## src/rtl/cfq_pkg.sv

```systemverilog
// Package with register map, field positions and code values of the capture block.
package cfq_pkg;
  localparam int unsigned CHANNELS = 3;
  localparam int unsigned DATA_W = 16;
  // Register byte offsets.
  localparam logic [7:0] OFF_CONTROL = 8'h00;
  localparam logic [7:0] OFF_STATUS = 8'h04;
  localparam logic [7:0] OFF_FLAGS = 8'h08;
  localparam logic [7:0] OFF_MASK = 8'h0C;
  localparam logic [7:0] OFF_TOP0 = 8'h10;
  localparam logic [7:0] OFF_BOT0 = 8'h1C;
  localparam logic [7:0] OFF_STEP = 8'h04;
  // Control register fields.
  localparam int unsigned CTL_EN_LSB = 0;
  localparam int unsigned CTL_QEP_BIT = 3;
  localparam int unsigned CTL_TB12_BIT = 4;
  localparam int unsigned CTL_TB3_BIT = 5;
  localparam int unsigned CTL_EDGE_LSB = 6;
  localparam int unsigned CTL_W = 12;
  // Edge select codes.
  localparam logic [1:0] EDGE_NONE = 2'h0;
  localparam logic [1:0] EDGE_RISE = 2'h1;
  localparam logic [1:0] EDGE_FALL = 2'h2;
  localparam logic [1:0] EDGE_BOTH = 2'h3;
  // FIFO status codes.
  localparam logic [1:0] ST_EMPTY = 2'h0;
  localparam logic [1:0] ST_ONE = 2'h1;
  localparam logic [1:0] ST_TWO = 2'h2;
  localparam logic [1:0] ST_LOST = 2'h3;
  // Counter limits.
  localparam logic [15:0] CNT_MIN = 16'h0000;
  localparam logic [15:0] CNT_MAX = 16'hFFFF;
  // AXI responses.
  localparam logic [1:0] RESP_OKAY = 2'h0;
  localparam logic [1:0] RESP_SLVERR = 2'h2;
endpackage

```

## src/rtl/cfq_capture.sv

```systemverilog
// Capture channels with two-deep FIFOs, quadrature decoder and AXI4-Lite registers.
// Operation
// - Each channel selects timer one or two; channels one and two share a choice.
// - Channel three has its own time-base select bit.
// - Inputs count only after holding a level across two clock edges.
// - Per channel, rising, falling or both edges trigger a capture.
// - Selected timer count is latched at the third clock edge after the input change.
// - Capture into a nonempty FIFO sets the flag; unmasked flag requests interrupt.
// - Reset clears control, status and FIFO registers.
// - Capture never disturbs timer counting or compare logic.
// - Each channel has a 16-bit, two-deep FIFO of top and bottom.
// - Top read returns oldest value and moves bottom up.
// - Bottom read turns status 10 or 11 into 01, and 01 into 00.
// - Capture into empty writes top, status 01; a read returns 00.
// - Second capture writes bottom, status 10; a read pops, status 01.
// - Third capture drops top, shifts bottom up, stores new, status 11.
// - Decoder enabled uses pins one and two and disables their capture.
// - Direction is up when input A leads, down when B leads.
// - One timer clock per edge of either encoder input.
// - Timer keeps counting from its present, possibly preloaded value.
// - Under decoder clocking the external direction and clock pins are ignored.
// - Decoder-clocked timer still raises period, underflow, overflow, compare flags.
// - Underflow at count 0000h, overflow at count FFFFh.
// - Flags clear by writing 1; requests stay blocked until cleared.
// - A flag with mask bit zero makes no interrupt request.
//
// The implementer's own choices: the register addresses and register access over AXI4-Lite.
`timescale 1ns/1ps
`default_nettype none
module cfq_capture #(
  parameter int unsigned ADDR_W = 8
) (
  input wire logic clk,
  input wire logic nrst,
  input wire logic [ADDR_W-1:0] s_axi_awaddr,
  input wire logic s_axi_awvalid,
  output logic s_axi_awready,
  input wire logic [31:0] s_axi_wdata,
  input wire logic [3:0] s_axi_wstrb,
  input wire logic s_axi_wvalid,
  output logic s_axi_wready,
  output logic [1:0] s_axi_bresp,
  output logic s_axi_bvalid,
  input wire logic s_axi_bready,
  input wire logic [ADDR_W-1:0] s_axi_araddr,
  input wire logic s_axi_arvalid,
  output logic s_axi_arready,
  output logic [31:0] s_axi_rdata,
  output logic [1:0] s_axi_rresp,
  output logic s_axi_rvalid,
  input wire logic s_axi_rready,
  input wire logic [2:0] sample_input_pin,
  input wire logic [15:0] timer_one_count,
  input wire logic [15:0] timer_two_count,
  input wire logic ext_direction_pin,
  input wire logic ext_timer_clock_pin,
  output logic [2:0] capture_irq,
  output logic timer_two_clock_pulse,
  output logic timer_two_count_up,
  output logic timer_two_underflow_hit,
  output logic timer_two_overflow_hit
);
  localparam int unsigned N = cfq_pkg::CHANNELS;
  localparam int unsigned W = cfq_pkg::DATA_W;

  logic [cfq_pkg::CTL_W-1:0] control_r;
  logic [N-1:0] flag_r;
  logic [N-1:0] mask_r;
  logic [2*N-1:0] status_r;
  logic [W-1:0] top_r [N];
  logic [W-1:0] bot_r [N];
  logic [N-1:0] pin_a_r;
  logic [N-1:0] pin_b_r;
  logic [N-1:0] level_r;
  logic [N-1:0] level_nxt;
  logic ext_clk_a_r;
  logic ext_clk_b_r;
  logic qep_dir_r;
  logic [15:0] t2_prev_r;

  // AXI state.
  logic [ADDR_W-1:0] awaddr_r;
  logic aw_held_r;
  logic [31:0] wdata_r;
  logic [3:0] wstrb_r;
  logic w_held_r;
  logic bvalid_r;
  logic [1:0] bresp_r;
  logic rvalid_r;
  logic [31:0] rdata_r;
  logic [1:0] rresp_r;
  logic wr_known;
  logic rd_known;
  logic [31:0] rd_val;

  // Handshakes and the write that fires once address and data are both held.
  wire aw_fire = s_axi_awvalid && s_axi_awready;
  wire w_fire = s_axi_wvalid && s_axi_wready;
  wire ar_fire = s_axi_arvalid && s_axi_arready;
  wire wr_go = aw_held_r && w_held_r && !bvalid_r;
  assign s_axi_awready = !aw_held_r && !bvalid_r;
  assign s_axi_wready = !w_held_r && !bvalid_r;
  assign s_axi_arready = !rvalid_r;
  assign s_axi_bvalid = bvalid_r;
  assign s_axi_bresp = bresp_r;
  assign s_axi_rvalid = rvalid_r;
  assign s_axi_rdata = rdata_r;
  assign s_axi_rresp = rresp_r;

  // Write decode; only the low byte lanes carry register bits.
  wire [ADDR_W-1:0] wa = {awaddr_r[ADDR_W-1:2], 2'b00};
  wire wr_ctl = wr_go && wa == ADDR_W'(cfq_pkg::OFF_CONTROL);
  wire wr_st = wr_go && wa == ADDR_W'(cfq_pkg::OFF_STATUS);
  wire wr_flg = wr_go && wa == ADDR_W'(cfq_pkg::OFF_FLAGS);
  wire wr_msk = wr_go && wa == ADDR_W'(cfq_pkg::OFF_MASK);
  wire [31:0] wmask = {{8{wstrb_r[3]}}, {8{wstrb_r[2]}}, {8{wstrb_r[1]}}, {8{wstrb_r[0]}}};
  wire [31:0] wval = wdata_r & wmask;
  wire [ADDR_W-1:0] ra = {s_axi_araddr[ADDR_W-1:2], 2'b00};

  // Control fields.
  wire qep_on = control_r[cfq_pkg::CTL_QEP_BIT];
  wire tb12 = control_r[cfq_pkg::CTL_TB12_BIT];
  wire tb3 = control_r[cfq_pkg::CTL_TB3_BIT];

  // Input qualification: a level is taken once two edges saw the same value.
  always_ff @(posedge clk or negedge nrst) begin
    if (!nrst) begin
      pin_a_r <= '0;
      pin_b_r <= '0;
      level_r <= '0;
      ext_clk_a_r <= 1'b0;
      ext_clk_b_r <= 1'b0;
    end else begin
      pin_a_r <= sample_input_pin;
      pin_b_r <= pin_a_r;
      level_r <= level_nxt;
      ext_clk_a_r <= ext_timer_clock_pin;
      ext_clk_b_r <= ext_clk_a_r;
    end
  end
  // The new level is taken once both stages agree, so a one-sample glitch is dropped.
  assign level_nxt = (pin_a_r ~^ pin_b_r) & pin_b_r | (pin_a_r ^ pin_b_r) & level_r;

  // Quadrature decoding of the two shared inputs.
  wire a_chg = level_nxt[0] ^ level_r[0];
  wire b_chg = level_nxt[1] ^ level_r[1];
  wire qep_step = qep_on && (a_chg ^ b_chg);
  // With one input moving, the relation of the pair after the move gives the direction.
  wire step_up = a_chg ? (level_nxt[0] != level_nxt[1]) : (level_nxt[0] == level_nxt[1]);
  always_ff @(posedge clk or negedge nrst) begin
    if (!nrst) begin
      qep_dir_r <= 1'b0;
    end else if (qep_step) begin
      qep_dir_r <= step_up;
    end
  end

  // Timer two clock and direction source; timer count is left where it is.
  // The external clock counts on its rising edge only.
  wire ext_clk_rise = ext_clk_a_r && !ext_clk_b_r;
  assign timer_two_clock_pulse = qep_on ? qep_step : ext_clk_rise;
  assign timer_two_count_up = qep_on ? (qep_step ? step_up : qep_dir_r) : ext_direction_pin;

  // Count limit events, seen whichever source clocks the timer.
  always_ff @(posedge clk or negedge nrst) begin
    if (!nrst) begin
      t2_prev_r <= '0;
    end else begin
      t2_prev_r <= timer_two_count;
    end
  end
  // A pulse marks the cycle in which the count has just arrived at a limit.
  wire t2_moved = t2_prev_r != timer_two_count;
  assign timer_two_underflow_hit = t2_moved && timer_two_count == cfq_pkg::CNT_MIN;
  assign timer_two_overflow_hit = t2_moved && timer_two_count == cfq_pkg::CNT_MAX;

  // Per-channel capture, FIFO and flag logic.
  logic [N-1:0] cap_hit;
  logic [N-1:0] top_rd;
  logic [N-1:0] bot_rd;
  genvar g;
  generate
    for (g = 0; g < N; g++) begin : gch
      wire [1:0] esel = control_r[cfq_pkg::CTL_EDGE_LSB + 2*g +: 2];
      wire rise = level_nxt[g] && !level_r[g];
      wire fall = !level_nxt[g] && level_r[g];
      wire edge_ok = (rise && (esel == cfq_pkg::EDGE_RISE || esel == cfq_pkg::EDGE_BOTH))
                  || (fall && (esel == cfq_pkg::EDGE_FALL || esel == cfq_pkg::EDGE_BOTH));
      wire shared = (g < 2);
      wire pin_free = !(shared && qep_on);
      wire use_one = shared ? tb12 : tb3;
      wire [W-1:0] stamp = use_one ? timer_one_count : timer_two_count;
      wire [ADDR_W-1:0] top_adr = ADDR_W'(cfq_pkg::OFF_TOP0 + cfq_pkg::OFF_STEP * g);
      wire [ADDR_W-1:0] bot_adr = ADDR_W'(cfq_pkg::OFF_BOT0 + cfq_pkg::OFF_STEP * g);
      // Status seen by a capture: a software write, then any same-cycle read, apply first.
      wire [1:0] st_base = wr_st ? wval[2*g +: 2] : status_r[2*g +: 2];
      wire [1:0] st_read = top_rd[g] || bot_rd[g] ?
                           (st_base == cfq_pkg::ST_EMPTY ? cfq_pkg::ST_EMPTY :
                            st_base == cfq_pkg::ST_ONE ? cfq_pkg::ST_EMPTY :
                            cfq_pkg::ST_ONE) : st_base;
      wire [W-1:0] top_read = top_rd[g] && st_base[1] ? bot_r[g] : top_r[g];
      // Channels one and two stay idle while the decoder owns their pins.
      assign cap_hit[g] = control_r[cfq_pkg::CTL_EN_LSB + g] && pin_free && edge_ok;
      assign top_rd[g] = ar_fire && ra == top_adr;
      assign bot_rd[g] = ar_fire && ra == bot_adr;
      always_ff @(posedge clk or negedge nrst) begin
        if (!nrst) begin
          top_r[g] <= '0;
          bot_r[g] <= '0;
          status_r[2*g +: 2] <= cfq_pkg::ST_EMPTY;
        end else if (cap_hit[g]) begin
          unique case (st_read)
            cfq_pkg::ST_EMPTY: begin
              top_r[g] <= stamp;
              status_r[2*g +: 2] <= cfq_pkg::ST_ONE;
            end
            cfq_pkg::ST_ONE: begin
              top_r[g] <= top_read;
              bot_r[g] <= stamp;
              status_r[2*g +: 2] <= cfq_pkg::ST_TWO;
            end
            cfq_pkg::ST_TWO, cfq_pkg::ST_LOST: begin
              top_r[g] <= bot_r[g];
              bot_r[g] <= stamp;
              status_r[2*g +: 2] <= cfq_pkg::ST_LOST;
            end
          endcase
        end else begin
          top_r[g] <= top_read;
          status_r[2*g +: 2] <= st_read;
        end
      end
      // Flag set on capture into a nonempty FIFO; a set beats a same-cycle clear.
      always_ff @(posedge clk or negedge nrst) begin
        if (!nrst) begin
          flag_r[g] <= 1'b0;
        end else if (cap_hit[g] && status_r[2*g +: 2] != cfq_pkg::ST_EMPTY) begin
          flag_r[g] <= 1'b1;
        end else if (wr_flg && wval[g]) begin
          flag_r[g] <= 1'b0;
        end
      end
      assign capture_irq[g] = flag_r[g] && mask_r[g];
    end
  endgenerate

  // Control and mask registers.
  always_ff @(posedge clk or negedge nrst) begin
    if (!nrst) begin
      control_r <= '0;
      mask_r <= '0;
    end else begin
      if (wr_ctl) begin
        control_r <= wval[cfq_pkg::CTL_W-1:0];
      end
      if (wr_msk) begin
        mask_r <= wval[N-1:0];
      end
    end
  end

  // Write channel: address and data held in either order, then answered.
  always_ff @(posedge clk or negedge nrst) begin
    if (!nrst) begin
      aw_held_r <= 1'b0;
      w_held_r <= 1'b0;
      awaddr_r <= '0;
      wdata_r <= '0;
      wstrb_r <= '0;
      bvalid_r <= 1'b0;
      bresp_r <= cfq_pkg::RESP_OKAY;
    end else begin
      if (aw_fire) begin
        aw_held_r <= 1'b1;
        awaddr_r <= s_axi_awaddr;
      end
      if (w_fire) begin
        w_held_r <= 1'b1;
        wdata_r <= s_axi_wdata;
        wstrb_r <= s_axi_wstrb;
      end
      if (wr_go) begin
        aw_held_r <= 1'b0;
        w_held_r <= 1'b0;
        bvalid_r <= 1'b1;
        // Unmapped addresses answer with an error; top and bottom writes are ignored.
        bresp_r <= wr_known ? cfq_pkg::RESP_OKAY : cfq_pkg::RESP_SLVERR;
      end else if (bvalid_r && s_axi_bready) begin
        bvalid_r <= 1'b0;
      end
    end
  end

  // Read decode with zero above the register width.
  always_comb begin
    wr_known = wr_ctl || wr_st || wr_flg || wr_msk;
    rd_known = 1'b1;
    rd_val = '0;
    for (int i = 0; i < N; i++) begin
      if (wa == ADDR_W'(cfq_pkg::OFF_TOP0 + cfq_pkg::OFF_STEP * i)
          || wa == ADDR_W'(cfq_pkg::OFF_BOT0 + cfq_pkg::OFF_STEP * i)) begin
        wr_known = wr_go; // Top and bottom ignore writes.
      end
    end
    if (ra == ADDR_W'(cfq_pkg::OFF_CONTROL)) begin
      rd_val = 32'(control_r);
    end else if (ra == ADDR_W'(cfq_pkg::OFF_STATUS)) begin
      rd_val = 32'(status_r);
    end else if (ra == ADDR_W'(cfq_pkg::OFF_FLAGS)) begin
      rd_val = 32'(flag_r);
    end else if (ra == ADDR_W'(cfq_pkg::OFF_MASK)) begin
      rd_val = 32'(mask_r);
    end else begin
      rd_known = 1'b0;
      for (int i = 0; i < N; i++) begin
        if (top_rd[i] || ra == ADDR_W'(cfq_pkg::OFF_TOP0 + cfq_pkg::OFF_STEP * i)) begin
          rd_val = 32'(top_r[i]);
          rd_known = 1'b1;
        end
        if (ra == ADDR_W'(cfq_pkg::OFF_BOT0 + cfq_pkg::OFF_STEP * i)) begin
          rd_val = 32'(bot_r[i]);
          rd_known = 1'b1;
        end
      end
    end
  end

  // Read channel: one answer per address, held until taken.
  always_ff @(posedge clk or negedge nrst) begin
    if (!nrst) begin
      rvalid_r <= 1'b0;
      rdata_r <= '0;
      rresp_r <= cfq_pkg::RESP_OKAY;
    end else if (ar_fire) begin
      // FIFO side effects of this read happen at this same edge.
      rvalid_r <= 1'b1;
      rdata_r <= rd_val;
      rresp_r <= rd_known ? cfq_pkg::RESP_OKAY : cfq_pkg::RESP_SLVERR;
    end else if (rvalid_r && s_axi_rready) begin
      rvalid_r <= 1'b0;
    end
  end
endmodule
`default_nettype wire

```

## config.mk

```make
export PLATFORM = sky130hd
export DESIGN_NAME = cfq_capture
export DESIGN_NICKNAME = d
export VERILOG_FILES = /design/src/rtl/cfq_pkg.sv /design/src/rtl/cfq_capture.sv
export SDC_FILE = /design/constraint.sdc
export NUM_CORES = 1
export LEC_CHECK = 0
export BUFFER_PORTS_ARGS = -buffer_cell sky130_fd_sc_hd__buf_2
export CORE_MARGIN = 3
export CORE_UTILIZATION = 50
export DETAILED_ROUTE_END_ITERATION = 6
export GPL_TIMING_DRIVEN = 0
export PLACE_DENSITY = 0.77
export SYNTH_ARGS = -nofsm -noshare
export SYNTH_HDL_FRONTEND = slang
export SYNTH_SLANG_ARGS = --single-unit
```

## constraint.sdc

```tcl
create_clock -name clk -period 2.4 [get_ports clk]
set_input_delay 0.12 -clock clk [delete_from_list [all_inputs] [get_ports clk]]
set_output_delay 0.12 -clock clk [all_outputs]
set_load 0.02 [all_outputs]
```

==> impl_metrics.ini, run 1 <==
[placement]
hpwl_mm = 20.4
port_buffers = 98
place_ws_ns = -0.694
globalplace.congestion = 0.923
dp_cells = 1292

[floorplan]
initial_core_util_pct = 51.4
core-area_mm2 = 0.0197
row_count = 51
ioPinCount = 144
die_h_um = 148
die-area_mm2 = 0.0219
die_w_um = 148

[critical_path]
critical_path.endpoint_type = register
critPathLaunchType = register
worstSetupPathType = reg2reg
worst_ep_arrival_time_ns = 3.04
cp_max_fo = 5
required_ns = 2.78

[yosys]
yosys.area_share.simple_pct = 11.7
yosysSeqAreaShare_pct = 47.1
yosys_warnings = 0
syn-cell-area_mm2 = 0.0101
synth_adder_area_share_pct = 0.372
synth_top_family_by_area = multiplexers
synthMuxAreaShare_pct = 18.6
synth_flop_cell = dfrtp_1
synth.distinct_cells = 76
synthXorXnorAreaFrac_pct = 1.47
synth-compound-area-share_pct = 15.8
async_reset_ff_share_pct = 100
synth_enable_flop_cells = 0
synth-seq-cells = 190
syn_area_per_cell_um2 = 11.1
synth_cells = 911

[timing]
whs_ns = 0.0256
max_freq_mhz = 375
tightest_slew_ns = 1.28
slew_viol_final = 0
layout_min_cycle_time_ns = 2.67
final_hold_viol_count = 0
setup_viol_count_final = 100
finalCritPeriodShare_pct = 111
slew-limit-headroom_pct = 14.2
fin_worst_skew_ns = 0.0155
rsz0062_at_grt = yes
fin_ws_ns = -0.266

[clocking]
cts_buffers = 17
clock_sinks = 190
cts_tree = built
htreeDepth = 4
cts_buffer_depth = 2
clk_latency_ns = 0.46
cts_root_buf = clkbuf_16
path_clk_slew_ns = 0.08

[drt]
drc_errors = 0
routedWlPerCell_um = 26.5
drt_iter0_drc = 1769
vias_per_cell = 6.71
vias = 9717
dr.pass1.iters = 6
antenna_left = 0
totalWireLength_mm = 38.4

[global_route]
grt_pass1_wl_mm = 52.6
antenna_found_initial = 2
grt_usage_pct = 31.0
grt_max_degree = 104
overflow = 0
grt_pass1_vias = 9196

[pwr]
p_int_mw = 7.15
ir_worst_vdd_mv = 0.598
swShare_pct = 37.2
p_total_mw = 11.4
power.share.sequential_pct = 39.7
power_frac_comb_pct = 34.4
power_frac_clock_pct = 25.9
leakage_nw = 5.80
power.switching_mw = 4.24
p_per_area_mw_per_mm2 = 822

[final_layout]
final_cells = 1449
final_common_cell = dfrtp_1
multi_input_area_mm2 = 0.00559
areaGrowthSynthToFinish_pct = 37.1
fill_cells = 1250
seq_area_mm2 = 0.00476
drive_gt1_share_pct = 36.0
finalNetCount = 1269
final_cell_mix = dfrtp_1, buf_2, nand2_1, mux2i_1, buf_4

[outcome]
status = complete, but fails checks
violations = setup timing

[run]
max_cap_violations = 0

[min_path]
hold_path.class = in2reg
[critical path, cell delays in order (launching register included)]
cell and delay [ns]:
dfrtp_1 0.42, or2_4 0.29, buf_4 0.15, clkbuf_16 0.15, o31ai_1 0.46, a21o_1 0.27
buf_6 0.12, buf_6 0.08, nand3b_1 0.13, buf_6 0.17, clkbuf_16 0.16, o221ai_2 0.17
[kinds of logic after synthesis]
logic type / Yosys count
buffers and inverters: 94
xor gates and xnor gates: 17
other: 1
DFF: 190
muxes: 177
AOI/OAI and AO/OA: 203
and+or+nand+nor: 226
adders and majority gates: 3
[state kept, by name (all words and copies together) (netlist names), 6 cells and up]
register / flops
awaddr_r: 6
bot_r: 48
control_r: 12
s_axi_rdata: 16
status_r: 6
t2_prev_r: 16
top_r: 48
wdata_r: 12
[cells in the mapped netlist, types with 6 or more instances]
| cell type | count | share of area (%) |
|---|---|---|
| nor4_1 | 6 | 0.37 |
| nor2_1 | 37 | 1.4 |
| and2_1 | 6 | 0.37 |
| buf_4 | 20 | 1.5 |
| a21oi_1 | 17 | 0.84 |
| mux2i_1 | 99 | 9.8 |
| nor2b_1 | 13 | 0.81 |
| nand2_1 | 90 | 3.3 |
| a31oi_1 | 6 | 0.37 |
| a22oi_1 | 23 | 1.7 |
| nand3_1 | 6 | 0.30 |
| nand4_1 | 14 | 0.87 |
| inv_1 | 21 | 0.78 |
| o221ai_1 | 48 | 4.2 |
| a41oi_1 | 9 | 0.78 |
| xnor2_1 | 17 | 1.5 |
| clkbuf_1 | 32 | 1.2 |
| mux2_2 | 72 | 8.0 |
| nand2b_1 | 8 | 0.50 |
| buf_2 | 12 | 0.59 |
| o21ai_0 | 35 | 1.7 |
| dfrtp_1 | 190 | 47 |
| a32o_1 | 6 | 0.59 |
[final timing paths]
| path | cells after the start | to | slack, ns | startpoint |
|---|---|---|---|---|
| max | 11 | top_r[23]$_DFF_PN0_ | -0.27 | awaddr_r[4]$_DFFE_PN0P_ |
| max reg2reg | 11 | top_r[23]$_DFF_PN0_ | -0.27 | awaddr_r[4]$_DFFE_PN0P_ |
| min | 3 | s_axi_rresp[1]$_DFFE_PN0P_ | 0.03 | s_axi_araddr[7] |
| max in group asynchronous | 3 | s_axi_bvalid$_DFFE_PN0P_ | 1.15 | nrst |
| min reg2reg | 0 | ext_clk_b_r$_DFF_PN0_ | 0.38 | ext_clk_a_r$_DFF_PN0_ |
| min in group asynchronous | 2 | t2_prev_r[6]$_DFF_PN0_ | 0.32 | nrst |
[layer usage]
metal	GRT usage [%]	vias to the layer above	share of wire, %
met5	0	-	0.034
met4	16.1	2	8.0
met3	7.56	304	13
met2	48.5	893	44
met1	40.3	4623	35
li1	-	3895	-
[power by group through the flow]
stage          logic, mW  registers, mW  clock network [mW]
4_1_cts             3.24           4.41                2.92
3_5_place_dp        2.82           4.47                   0
5_1_grt             4.10           4.57                3.06
3_3_place_gp        2.75           4.44                   0
2_1_floorplan       1.97           4.37                   0
6_report            3.92           4.52                2.95
[repair_timing]
item	in CTS	in global routing
setup buffers	49	29
pin swaps	36	28
setup endpoints to repair	109	113
cloned	7	4
resized for setup	131	84
hold buffers	44	0
hold endpoints to repair	145	0
[area by class of cell]
class | instances | area share, %
clock buffer | 17 | 3.07
buffer | 68 | 3.78
sequential | 190 | 34.3
inverter | 21 | 0.569
timing repair buffer | 228 | 14.2
tap | 265 | 2.39
antenna | 1 | 0.0181
multi-input combinational | 644 | 40.4
clock inverter | 15 | 1.26
[metrics by stage]
stage	instance area (µm²)	TNS (ns)	util, %
6_report	13800	-14.99	70.5
5_1_grt	13800	-19.26	70.5
4_1_cts	13200	-5.43	67.0
3_5_place_dp	11100	-41.06	56.4
3_3_place_gp	11000	-413.16	56.2
2_1_floorplan	10200	-1.70	-
(Power assumes the default switching activity.)
==> inputs of run 2 (changes only) <==
==> constraint.sdc (replaced) <==
create_clock -name clk -period 2.4 [get_ports clk]
set_input_delay 0.12 -clock clk [delete_from_list [all_inputs] [get_ports clk]]
set_output_delay 0.12 -clock clk [all_outputs]
set_load 0.1 [all_outputs]
==> run 2 against run 1 <==
  * The flow still finishes with violations (setup timing)
  * Core utilization rose by 0.18 points
  * Final area rose by 0.25%
  * Register-to-register slack got worse by 0.09 ns
  * Routed wire length fell by 0.19%
  * Power rose by 6.9%
  * First-iteration DRC count fell by 4.7%
  * Via count fell by 1.1%
  * Clock skew fell by 0.0033 ns
  * Sequential share of layout area fell by 0.060 points
  * Critical path depth fell by 2
  * Combinational power rose by 22%
  * Largest power group is now combinational logic
==> impl_metrics.ini, run 2 (same netlist as run 1, synthesis figures left out) <==
[final_layout]
diodes = 0
areaGrowthSynthToFinish_pct = 37.5
drive_gt1_share_pct = 37.6
finalNetCount = 1263
final_cell_mix = dfrtp_1, buf_2, nand2_1
fill_cells = 1272
seq_area_mm2 = 0.00476
multi_input_area_mm2 = 0.00570
final_common_cell = dfrtp_1
reg_top3 = bot_r: 48 flops, top_r: 48 flops
utilization_pct = 70.6

[pwr]
p_total_mw = 12.2
ir_worst_vdd_mv = 0.477
leakage_nw = 5.78
power.switching_mw = 4.99
power_frac_clock_pct = 23.3
p_int_mw = 7.18
power_frac_comb_pct = 39.3
p_per_area_mw_per_mm2 = 877
power.share.sequential_pct = 37.4
swShare_pct = 41.0

[clocking]
cts_root_buf = clkbuf_16
clk_latency_ns = 0.45
clock_sinks = 190
cts_tree = built
htreeDepth = 4
path_clk_slew_ns = 0.08
cts_buffer_depth = 2
cts_buffers = 17

[floorplan]
die_w_um = 148
die-area_mm2 = 0.0219
die_h_um = 148
ioPinCount = 144
core-area_mm2 = 0.0197
row_count = 51
initial_core_util_pct = 51.4

[timing]
slew_viol_final = 0
max_freq_mhz = 363
rsz0062_at_grt = yes
fin_worst_skew_ns = 0.0122
fin_ws_ns = -0.353
slew-limit-headroom_pct = 28.1
finalCritPeriodShare_pct = 115
final_hold_viol_count = 0
layout_min_cycle_time_ns = 2.75
setup_viol_count_final = 105
tightest_slew_ns = 1.07

[outcome]
status = complete, but fails checks
violations = setup timing

[min_path]
hold_path.class = in2reg

[critical_path]
crit_top_cell = buf_12
slowest_stage = or4_4
critical_path.endpoint_type = register
cp_max_fo = 5
worst_ep_arrival_time_ns = 3.03
required_ns = 2.68
worstSetupPathType = reg2reg
max_stage_delay_ns = 0.52
cp_cell_sequence = or3b_1, buf_6, or4_4, buf_12, a21oi_4, buf_12, buf_12, mux2i_2, o221ai_1
critPathLaunchType = register

[placement]
port_buffers = 98
globalplace.congestion = 0.913
hpwl_mm = 20.3

[global_route]
grt_pass1_wl_mm = 55.4
grt_usage_pct = 33.0
grt_max_degree = 125
grt_pass1_vias = 9441
overflow = 0
antenna_found_initial = 0

[drt]
drt_iter0_drc = 1686
vias = 9609
drc_errors = 0
routedWlPerCell_um = 26.6
antenna_left = 0
vias_per_cell = 6.66
dr.pass1.iters = 7
totalWireLength_mm = 38.3

[run]
max_cap_violations = 0
-- run 2: worst paths after layout --
check | start | endpoint | slack [ns] | cells after the start
max | awaddr_r[6]$_DFFE_PN0P_ | top_r[14]$_DFF_PN0_ | -0.35 | 9
min | s_axi_araddr[6] | s_axi_rresp[1]$_DFFE_PN0P_ | 0.0007 | 3
max reg2reg | awaddr_r[6]$_DFFE_PN0P_ | top_r[14]$_DFF_PN0_ | -0.35 | 9
min reg2reg | ext_clk_a_r$_DFF_PN0_ | ext_clk_b_r$_DFF_PN0_ | 0.38 | 0
max in group asynchronous | nrst | control_r[9]$_DFFE_PN0P_ | 1.18 | 3
min in group asynchronous | nrst | s_axi_rdata[0]$_DFFE_PN0P_ | 0.22 | 2
-- run 2: final cells by class --
class	instances	area share (%)
clock inverter	12	0.712
clock buffer	20	3.36
sequential	190	34.3
buffer	68	3.79
multi-input combinational	644	41.1
tap	265	2.39
inverter	21	0.568
timing repair buffer	222	13.8
-- run 2: power by group through the flow --
stage | clock network, mW | registers, mW | logic (mW)
6_report | 2.83 | 4.55 | 4.79
5_1_grt | 2.93 | 4.61 | 4.99
4_1_cts | 2.79 | 4.41 | 4.25
3_5_place_dp | 0 | 4.46 | 3.60
3_3_place_gp | 0 | 4.44 | 3.53
2_1_floorplan | 0 | 4.84 | 2.27
-- run 2: per-layer routing --
metal,share of wire (%),GRT usage [%]
met1,36,42.9
met4,7.3,18.0
met2,44,50.4
met3,13,8.93
met5,0,0
-- run 2: timing repair --
item / in CTS / in global routing
setup buffers: 59 / 21
cloned: 8 / 2
hold buffers: 43 / 0
setup endpoints to repair: 108 / 124
pin swaps: 40 / 29
resized for setup: 164 / 84
hold endpoints to repair: 108 / 0
-- run 2: metrics by stage --
step	hold slack (ns)	setup TNS, ns	setup slack, ns	std cells	cell area, µm²
finish	0.000715	-17.88	-0.353	1442	13900
CTS	0.00325	-6.37	-0.250	1432	13500
global placement	0.229	-423.31	-2.64	1291	11100
detailed placement	0.105	-50.26	-0.836	1292	11100
floorplan	-0.176	-10.01	-0.257	928	10300
global route	0.0294	-20.12	-0.343	1442	13900
-- run 2: critical path, delay by kind of cell (launching register included) --
kind | cells | cell delay, ns
compound gates | 2 | 0.41
buf+inv | 4 | 0.61
flops | 1 | 0.39
mux | 1 | 0.26
simple gates | 2 | 0.91
